$ cat src/shared/cic_defs.vh
`ifndef CIC_DEFS_VH
`define CIC_DEFS_VH
// register offsets
`define CIC_OFS_LINK_EN   6'h02
`define CIC_OFS_AUX_EN    6'h03
`define CIC_OFS_LINK_REQ  6'h04
`define CIC_OFS_AUX_REQ   6'h05
`define CIC_OFS_CMD       6'h01
// reset values
`define CIC_RST_LINK_EN   8'h80
`define CIC_RST_AUX_EN    8'h00
`define CIC_RST_LINK_REQ  7'h14
`define CIC_RST_AUX_REQ   5'h00
`define CIC_RST_CMD       4'h0
// field positions
`define CIC_BIT_SET_CLEAR 7
`define CIC_BIT_INVERT    7
`define CIC_BIT_DRIVE     7
`define CIC_BIT_TX        6
`define CIC_BIT_RX        5
`define CIC_BIT_IDLE      4
`define CIC_BIT_HIGH      3
`define CIC_BIT_LOW       2
`define CIC_BIT_FAULT     1
`define CIC_BIT_TIMER     0
`define CIC_BIT_SECURE_SIGNAL_INPUT     4
`define CIC_BIT_MODE      3
`define CIC_BIT_CRC       2
`define CIC_BIT_RF_ON     1
`define CIC_BIT_RF_OFF    0
// idle command code
`define CIC_CMD_IDLE      4'h0
`endif

$ cat src/logic/cic_irq_ctrl.v
// Design decision made here: strobed register access.
`timescale 1ns/10ps
`include "cic_defs.vh"
module cic_irq_ctrl #(
  parameter CMD_VALID_MASK = 16'hffff
) (
  input  wire       clk_sys,
  input  wire       rst,
  input  wire [5:0] reg_addr,
  input  wire [7:0] reg_wdata,
  input  wire       reg_wr,
  input  wire       reg_rd,
  output reg  [7:0] reg_rdata,
  input  wire       tx_last_bit_done,
  input  wire       rx_stream_end,
  input  wire       receive_requires_bytes,
  input  wire       fifo_not_empty,
  input  wire       cmd_self_done,
  input  wire       fifo_high_level_status,
  input  wire       fifo_low_level_status,
  input  wire [7:0] error_status,
  input  wire       timer_zero,
  input  wire       secure_signal_input,
  input  wire       mode_detected,
  input  wire       crc_done,
  input  wire       rf_field_present,
  output reg  [3:0] command_code,
  output reg        irq_status,
  output reg        irq_out,
  output reg        irq_oe
);

  reg  [7:0] link_en_q;
  reg  [7:0] aux_en_q;
  reg  [6:0] link_req_q;
  reg  [6:0] link_req_d;
  reg  [4:0] aux_req_q;
  reg  [4:0] aux_req_d;
  reg  [3:0] cmd_q;
  reg  [3:0] cmd_d;
  reg        high_prev_q;
  reg        low_prev_q;
  reg        secure_signal_input_prev_q;
  reg        rf_prev_q;
  reg  [6:0] link_evt;
  reg  [4:0] aux_evt;
  reg        idle_evt;
  reg        status_d;
  reg        pin_level_d;
  reg        pin_enable_d;
  reg  [6:0] aux_apply;
  reg        rx_qualified;
  reg  [7:0] rdata_d;
  reg        sel_cmd;
  reg        sel_link_en;
  reg        sel_aux_en;
  reg        sel_link_req;
  reg        sel_aux_req;
  reg        wr_cmd;
  reg        wr_link_en;
  reg        wr_aux_en;
  reg        wr_link_req;
  reg        wr_aux_req;

  // register select, one target per address; unmapped addresses select nothing
  always @*
  begin
    sel_cmd      = 1'b0;
    sel_link_en  = 1'b0;
    sel_aux_en   = 1'b0;
    sel_link_req = 1'b0;
    sel_aux_req  = 1'b0;
    if (reg_addr == `CIC_OFS_CMD)
    begin
      sel_cmd = 1'b1;
    end
    else if (reg_addr == `CIC_OFS_LINK_EN)
    begin
      sel_link_en = 1'b1;
    end
    else if (reg_addr == `CIC_OFS_AUX_EN)
    begin
      sel_aux_en = 1'b1;
    end
    else if (reg_addr == `CIC_OFS_LINK_REQ)
    begin
      sel_link_req = 1'b1;
    end
    else if (reg_addr == `CIC_OFS_AUX_REQ)
    begin
      sel_aux_req = 1'b1;
    end
  end

  // write strobes per register
  always @*
  begin
    wr_cmd      = reg_wr && sel_cmd;
    wr_link_en  = reg_wr && sel_link_en;
    wr_aux_en   = reg_wr && sel_aux_en;
    wr_link_req = reg_wr && sel_link_req;
    wr_aux_req  = reg_wr && sel_aux_req;
  end

  // apply a set/clear write to a flag vector, hardware events win over a clear
  function [6:0] cic_apply;
    input [6:0] cur;
    input [6:0] evt;
    input       wr;
    input [7:0] data;
    begin
      cic_apply = cur;
      if (wr && data[`CIC_BIT_SET_CLEAR])
        cic_apply = cur | data[6:0];
      else if (wr)
        cic_apply = cur & ~data[6:0];
      cic_apply = cic_apply | evt;
    end
  endfunction

  // pin level for a given status and polarity bit
  function cic_pin_level;
    input status;
    input invert;
    begin
      cic_pin_level = status ^ invert;
    end
  endfunction

  // open drain only drives a low level, push-pull always drives
  function cic_pin_enable;
    input level;
    input push_pull;
    begin
      if (push_pull)
        cic_pin_enable = 1'b1;
      else
        cic_pin_enable = !level;
    end
  endfunction

  // command field and idle event
  // a host write in the same cycle as a self-finish wins, so no stale idle flag
  always @*
  begin
    cmd_d    = cmd_q;
    idle_evt = 1'b0;
    if (wr_cmd)
    begin
      if (!CMD_VALID_MASK[reg_wdata[3:0]])
      begin
        cmd_d    = `CIC_CMD_IDLE;
        idle_evt = 1'b1;
      end
      else
      begin
        cmd_d = reg_wdata[3:0]; // host idle write raises nothing
      end
    end
    else if (cmd_self_done && (cmd_q != `CIC_CMD_IDLE))
    begin
      cmd_d    = `CIC_CMD_IDLE;
      idle_evt = 1'b1;
    end
  end

  // receive end only counts when the byte requirement is met
  always @*
  begin
    rx_qualified = rx_stream_end;
    if (receive_requires_bytes && !fifo_not_empty)
      rx_qualified = 1'b0;
  end

  // link event detection; the FIFO high and low level sources are edge detected so a held level sets once
  always @*
  begin
    link_evt                 = 7'h00;
    link_evt[`CIC_BIT_TX]    = tx_last_bit_done;
    link_evt[`CIC_BIT_RX]    = rx_qualified;
    link_evt[`CIC_BIT_IDLE]  = idle_evt;
    link_evt[`CIC_BIT_HIGH]  = fifo_high_level_status && !high_prev_q;
    link_evt[`CIC_BIT_LOW]   = fifo_low_level_status && !low_prev_q;
    link_evt[`CIC_BIT_FAULT] = |error_status;
    link_evt[`CIC_BIT_TIMER] = timer_zero;
  end

  // aux event detection
  // the field history register makes on and off mutually exclusive in any cycle
  always @*
  begin
    aux_evt                  = 5'h00;
    aux_evt[`CIC_BIT_SECURE_SIGNAL_INPUT]  = secure_signal_input ^ secure_signal_input_prev_q;
    aux_evt[`CIC_BIT_MODE]   = mode_detected;
    aux_evt[`CIC_BIT_CRC]    = crc_done;
    aux_evt[`CIC_BIT_RF_ON]  = rf_field_present && !rf_prev_q;
    aux_evt[`CIC_BIT_RF_OFF] = !rf_field_present && rf_prev_q;
  end

  // next link request flags; software owns clearing, reads never clear
  always @*
  begin
    link_req_d = cic_apply(link_req_q, link_evt, wr_link_req, reg_wdata);
  end

  // next aux request flags; reserved bits are masked out of the write
  always @*
  begin
    aux_apply = cic_apply({2'b00, aux_req_q}, {2'b00, aux_evt}, wr_aux_req,
                          {reg_wdata[7], 2'b00, reg_wdata[4:0]});
    aux_req_d = aux_apply[4:0];
  end

  // internal status from enabled flags of both request registers
  always @*
  begin
    status_d = (|(link_req_d & link_en_q[6:0]))
               | (|(aux_req_d & aux_en_q[4:0]));
  end

  // next pin level and drive enable
  always @*
  begin
    pin_level_d  = cic_pin_level(status_d, link_en_q[`CIC_BIT_INVERT]);
    pin_enable_d = cic_pin_enable(pin_level_d, aux_en_q[`CIC_BIT_DRIVE]);
  end

  // enable registers
  always @(posedge clk_sys)
  begin
    if (rst)
    begin
      link_en_q <= `CIC_RST_LINK_EN;
      aux_en_q  <= `CIC_RST_AUX_EN;
    end
    else
    begin
      if (wr_link_en)
      begin
        link_en_q <= reg_wdata;
      end
      if (wr_aux_en)
      begin
        aux_en_q <= {reg_wdata[7], 2'b00, reg_wdata[4:0]}; // reserved bits stay zero
      end
    end
  end

  // request registers
  always @(posedge clk_sys)
  begin
    if (rst)
    begin
      link_req_q <= `CIC_RST_LINK_REQ;
      aux_req_q  <= `CIC_RST_AUX_REQ;
    end
    else
    begin
      link_req_q <= link_req_d;
      aux_req_q  <= aux_req_d;
    end
  end

  // command register
  always @(posedge clk_sys)
  begin
    if (rst)
    begin
      cmd_q <= `CIC_RST_CMD;
    end
    else
    begin
      cmd_q <= cmd_d;
    end
  end

  // input history for the edge detectors
  // cleared at reset, so a source already high at release counts as one edge
  always @(posedge clk_sys)
  begin
    if (rst)
    begin
      high_prev_q  <= 1'b0;
      low_prev_q   <= 1'b0;
      secure_signal_input_prev_q <= 1'b0;
      rf_prev_q    <= 1'b0;
    end
    else
    begin
      high_prev_q  <= fifo_high_level_status;
      low_prev_q   <= fifo_low_level_status;
      secure_signal_input_prev_q <= secure_signal_input;
      rf_prev_q    <= rf_field_present;
    end
  end

  // registered status and command outputs
  always @(posedge clk_sys)
  begin
    if (rst)
    begin
      irq_status   <= 1'b0;
      command_code <= `CIC_RST_CMD;
    end
    else
    begin
      irq_status   <= status_d;
      command_code <= cmd_d;
    end
  end

  // registered pin outputs; released at reset until software reconfigures
  always @(posedge clk_sys)
  begin
    if (rst)
    begin
      irq_out <= 1'b1;
      irq_oe  <= 1'b0;
    end
    else
    begin
      irq_out <= pin_level_d;
      irq_oe  <= pin_enable_d;
    end
  end

  // read data selection; select bits and reserved bits read as zero
  always @*
  begin
    rdata_d = 8'h00;
    if (sel_cmd)
    begin
      rdata_d = {4'h0, cmd_q};
    end
    else if (sel_link_en)
    begin
      rdata_d = link_en_q;
    end
    else if (sel_aux_en)
    begin
      rdata_d = aux_en_q;
    end
    else if (sel_link_req)
    begin
      rdata_d = {1'b0, link_req_q};
    end
    else if (sel_aux_req)
    begin
      rdata_d = {3'b000, aux_req_q};
    end
  end

  // read data, one cycle after the strobe, zero in every other cycle
  always @(posedge clk_sys)
  begin
    if (rst)
    begin
      reg_rdata <= 8'h00;
    end
    else if (reg_rd)
    begin
      reg_rdata <= rdata_d;
    end
    else
    begin
      reg_rdata <= 8'h00;
    end
  end

endmodule

$ cat config.mk
export PLATFORM = sky130hd
export DESIGN_NAME = cic_irq_ctrl
export DESIGN_NICKNAME = d
export VERILOG_FILES = /design/src/logic/cic_irq_ctrl.v
export VERILOG_INCLUDE_DIRS = /design/src /design/src/shared
export SDC_FILE = /design/constraint.sdc
export NUM_CORES = 1
export LEC_CHECK = 0
export BUFFER_PORTS_ARGS = -buffer_cell sky130_fd_sc_hd__clkbuf_2
export CORE_MARGIN = 1
export CORE_UTILIZATION = 35
export CTS_BUF_LIST = sky130_fd_sc_hd__clkbuf_8 sky130_fd_sc_hd__clkbuf_16
export DETAILED_ROUTE_END_ITERATION = 8
export GPL_TIMING_DRIVEN = 0
export PLACE_DENSITY = 0.68
export SYNTH_ARGS = -nofsm -noshare
export SYNTH_HDL_FRONTEND = slang
export SYNTH_SLANG_ARGS = --single-unit
$ cat constraint.sdc
create_clock -name clk_sys -period 1.9 [get_ports clk_sys]
set_input_delay 0 -clock clk_sys [delete_from_list [all_inputs] [get_ports clk_sys]]
set_output_delay 0 -clock clk_sys [all_outputs]
set_load 0.1 [all_outputs]
[Yosys cells after proc, flatten, opt, wreduce, memory -nomap -nowiden]
Memory sizes are Yosys's and may differ from the RTL's.
Index checks and enable logic that the tools add are counted.
Storage, ports and cells
  bits in registers: 45
  bits in read-only memories: 16
  bits of input ports: 38
  logic and storage cells: 94
  memories kept: 1
Memory list
  (name not given): depth 16, width 1, rd ports 1, clocked after Yosys merged registers in 0, wr ports 0, line cic_irq_ctrl.v:150  | if (!CMD_VALID_MASK[reg_wdata[3:0]])
Cells by class
  order comparisons: 1
  equal/unequal tests: 5
  multiplexer cells: 33
  bitwise operators: 14
  reduce and logical (&&, ||, !) cells: 26
Operators by type and width (number)
  $mux 1: 21
  $mux 7: 3
  $mux 4: 4
  $mux 8: 2
  $mux 5: 3
  $and 7x7->7: 2
  $or 7x7->7: 2
  $logic_and 1x1->1: 13
  $eq 6x2->1 const B: 2
  $eq 6x3->1 const B: 2
  $and 5x5->5: 2
  $or 5x5->5: 2
  $reduce_or 8->1: 1
  $not 7->7: 1
  $reduce_or 7->1: 1
  $eq 6x1->1 const B: 1
  $logic_not 1->1: 6
  $lt 4x5->1 const B: 1
  $not 5->5: 1
  $reduce_or 5->1: 1
  $reduce_bool 4->1: 1
  $reduce_or 3->1: 1
  $reduce_bool 2->1: 1
  $reduce_or 2->1: 1
  other kinds (3): 4

[Depth between registers and ports, before layout]
  word-level depth: 16
  gate-level depth with buffers: 10

[Worst setup path after synthesis]
OpenSTA, ideal clock, no wires.
  kind: reg2reg
  from: register command_code[0] (netlist name)
  to: register irq_out
  setup time: 120 ps
  data arrival time: 2354 ps
  data required time: 1780 ps
  setup slack: -574 ps
  cell stages (with the launch flop): 7
  path through: dfxtp_1 or4_1 a311oi_2 o2111ai_2 nor4_4 xnor2_1 or2_1
RTL lines
  to (signal assigned): line cic_irq_ctrl.v:322  | irq_out <= pin_level_d;
  to (decl): line cic_irq_ctrl.v:29  | output reg irq_out,

==> impl_metrics.ini <==
[run_status]
status = complete, but fails checks
violations = negative setup slack

[yosys]
synth-xor-area-share_pct = 0.837
syn_inst = 244
synth_flop_cell = dfxtp_1
synth_cell_types = 48
synth_edf_count = 0
synth_simple_gate_area_share_pct = 24.6
yosys_warnings = 0
yosys-top-cells-area = dfxtp_1 43%, nor2_1 5.7%, a21oi_1 5.3%, mux2i_1 5.3%, nand3_1 3.8%
synth_most_common_cell = dfxtp_1
synth.top_cell.area_share_pct = 43.1
yosysSeqAreaShare_pct = 43.1
yosys.area.top_type = dfxtp_1
synth_fa_ha_area_share_pct = 0
synth_top_family_by_area = simple AND/OR/NAND/NOR gates
async_reset_ff_share_pct = 0
synth_area_um2 = 2090
synth_seq_cells = 45
synth_area_per_cell_um2 = 8.57
synthMuxAreaShare_pct = 5.26
synth_compound_area_share_pct = 21.1
synth_nets = 282
synth_common_cells = 45 x dfxtp_1, 32 x nor2_1, 22 x a21oi_1

[cts]
h-tree-depth = 2
clk_pin_slew_worst_paths_ps = 90
cts_buffer_depth = 2
clk_latency_ps = 310
cts_root_buffer = clkbuf_8
tritoncts = yes
cts_made_buffers = 5
cts.sinks = 45

[global_routing]
grt_max_degree = 15
grt_use_total_pct = 20.7
grt_pass1_vias = 1956
gr-total-overflow = 0
grt_pass1_wl_um = 9720
antenna_found_initial = 0

[floorplanning]
rows = 27
die-height_um = 79.3
die_w_um = 79.3
initial_utilization_pct = 37.1
dieArea_um2 = 6290
ioPinCount = 53
coreArea_um2 = 5640

[setup_path]
r2r_setup_slack_ps = -180
path_max_fanout = 2
required_ps = 2110
worstSetupStartpointType = flop
end_kind = flop
path_class = reg2reg
ff2ff_path_depth = 6
arrival_ps = 2290

[timing]
fin_hold_ws_ps = 17.8
period_needed_ps = 2080
rsz0062_at_grt = true
drv_slew = 0
slew_headroom_pct = 37.2
finalWorstSetupSlack_ps = -185
timing.final.crit_share_pct = 110
max_freq_ghz = 0.480
worst_pin_slew_ps = 935
clock_skew_ps = 8.73
setup_viol = 2
hold_viol_final = 0

[detailed_routing]
ant_nets = 0
drtPass1Iterations = 5
drcViolationCount = 0
drt_iter0_markers = 236
totalWireLength_um = 6160
avgRoutedWirePerCell_um = 16.0
vias = 2093
viasPerCell = 5.42

[final_layout]
finalInstanceArea_um2 = 2680
final_util_pct = 47.5
nets = 351
diodes = 0
nFillCells = 556
layout-drive-gt1-share_pct = 24.8
syn_to_final_growth_pct = 28.2

[placed_design]
placed_cell_area_um2 = 2440
io_buffers = 50
dp_hpwl_um = 4410
gp_congestion = 0.927

[pwr]
power.total_mw = 1.86
vdd_drop_max_mv = 0.398
power_density_nw_per_um2 = 694
leakagePower_nw = 1.13

[run]
max-cap-violations = 0

[worst_hold_path]
min_path_type = in2reg
whs_path_depth = 3
[layout make-up]
cell class / instances / area [um2] / share of cell area (%)
multi-input combinational: 172 / 1110 / 41.3
sequential: 45 / 913 / 34.0
timing repair buffer: 62 / 360 / 13.4
clock buffer: 6 / 93.8 / 3.50
tap: 72 / 90.1 / 3.36
inverter: 16 / 60.1 / 2.24
buffer: 11 / 48.8 / 1.82
clock inverter: 2 / 8.76 / 0.326
[worst max-delay path, cell delays in order, from the launching register on]
cell	delay [ps]
dfxtp_4	350
or4_4	550
a311oi_4	250
o2111ai_2	170
nor4_4	350
xnor2_1	120
or2_1	200
[worst paths after layout]
| kind | start | end |
|---|---|---|
| setup reg to reg | command_code[0]$_SDFFE_PP0P_ | irq_out$_SDFF_PP1_ |
| hold / removal | reg_wdata[0] | command_code[0]$_SDFFE_PP0P_ |
| setup / recovery | command_code[0]$_SDFFE_PP0P_ | irq_out$_SDFF_PP1_ |
| hold reg to reg | aux_en_q[7]$_SDFFE_PP0P_ | irq_oe$_SDFF_PP0_ |
[logic make-up (layout without fill, tap and decap cells)]
| logic type | Yosys count | count (layout) |
|---|---|---|
| flops | 45 | 45 |
| simple gates | 95 | 95 |
| compound gates | 64 | 64 |
| mux | 11 | 11 |
| buf+inv | 27 | 97 |
| xor+xnor | 2 | 2 |
[cell usage in the layout, fill, tap and decap left out, drive strengths merged, types with 4 or more instances in the layout]
cell         netlist  final
clkbuf             8     64
dfxtp             45     45
nor2              32     32
a21oi             22     22
inv               16     17
nand3             16     16
nand2             16     16
mux2i             11     11
a31oi              8      8
dlygate4sd3        0      8
buf                3      7
a22oi              6      6
o21ai              6      6
nor3               5      5
nand3b             5      5
nor4               4      4
[registers in the layout, summed over array words and instances (netlist names), 4 cells and up]
register	cells
link_req_q	7
command_code	4
aux_en_q	6
link_en_q	8
aux_req_q	5
reg_rdata	8
[metrics by stage]
| stage | TNS [ps] | setup slack (ps) | instances |
|---|---|---|---|
| CTS | -300 | -171 | 384 |
| global placement | -4240 | -520 | 366 |
| detailed placement | -4590 | -546 | 366 |
| global route | -451 | -247 | 386 |
| finish | -343 | -185 | 386 |
| floorplan | -278 | -165 | 244 |
[repair_timing]
item | CTS | global route
hold buffers | 8 | 0
setup endpoints to repair | 2 | 11
gates resized for setup | 2 | 3
gates cloned | 0 | 0
endpoints found under the hold margin | 9 | 0
pin swaps | 5 | 5
setup buffers | 2 | 2
[metal layers]
layer / GRT usage [%] / wire [um]
met5: 0 / 0
met3: 6.78 / 516
met1: 26.0 / 2610
met4: 6.55 / 53
met2: 33.4 / 2980
[power by group]
group | switching [mW] | internal [mW]
sequential | 0.0110 | 0.962
combinational | 0.138 | 0.0892
clock | 0.331 | 0.332
(Power assumes the default switching activity.)
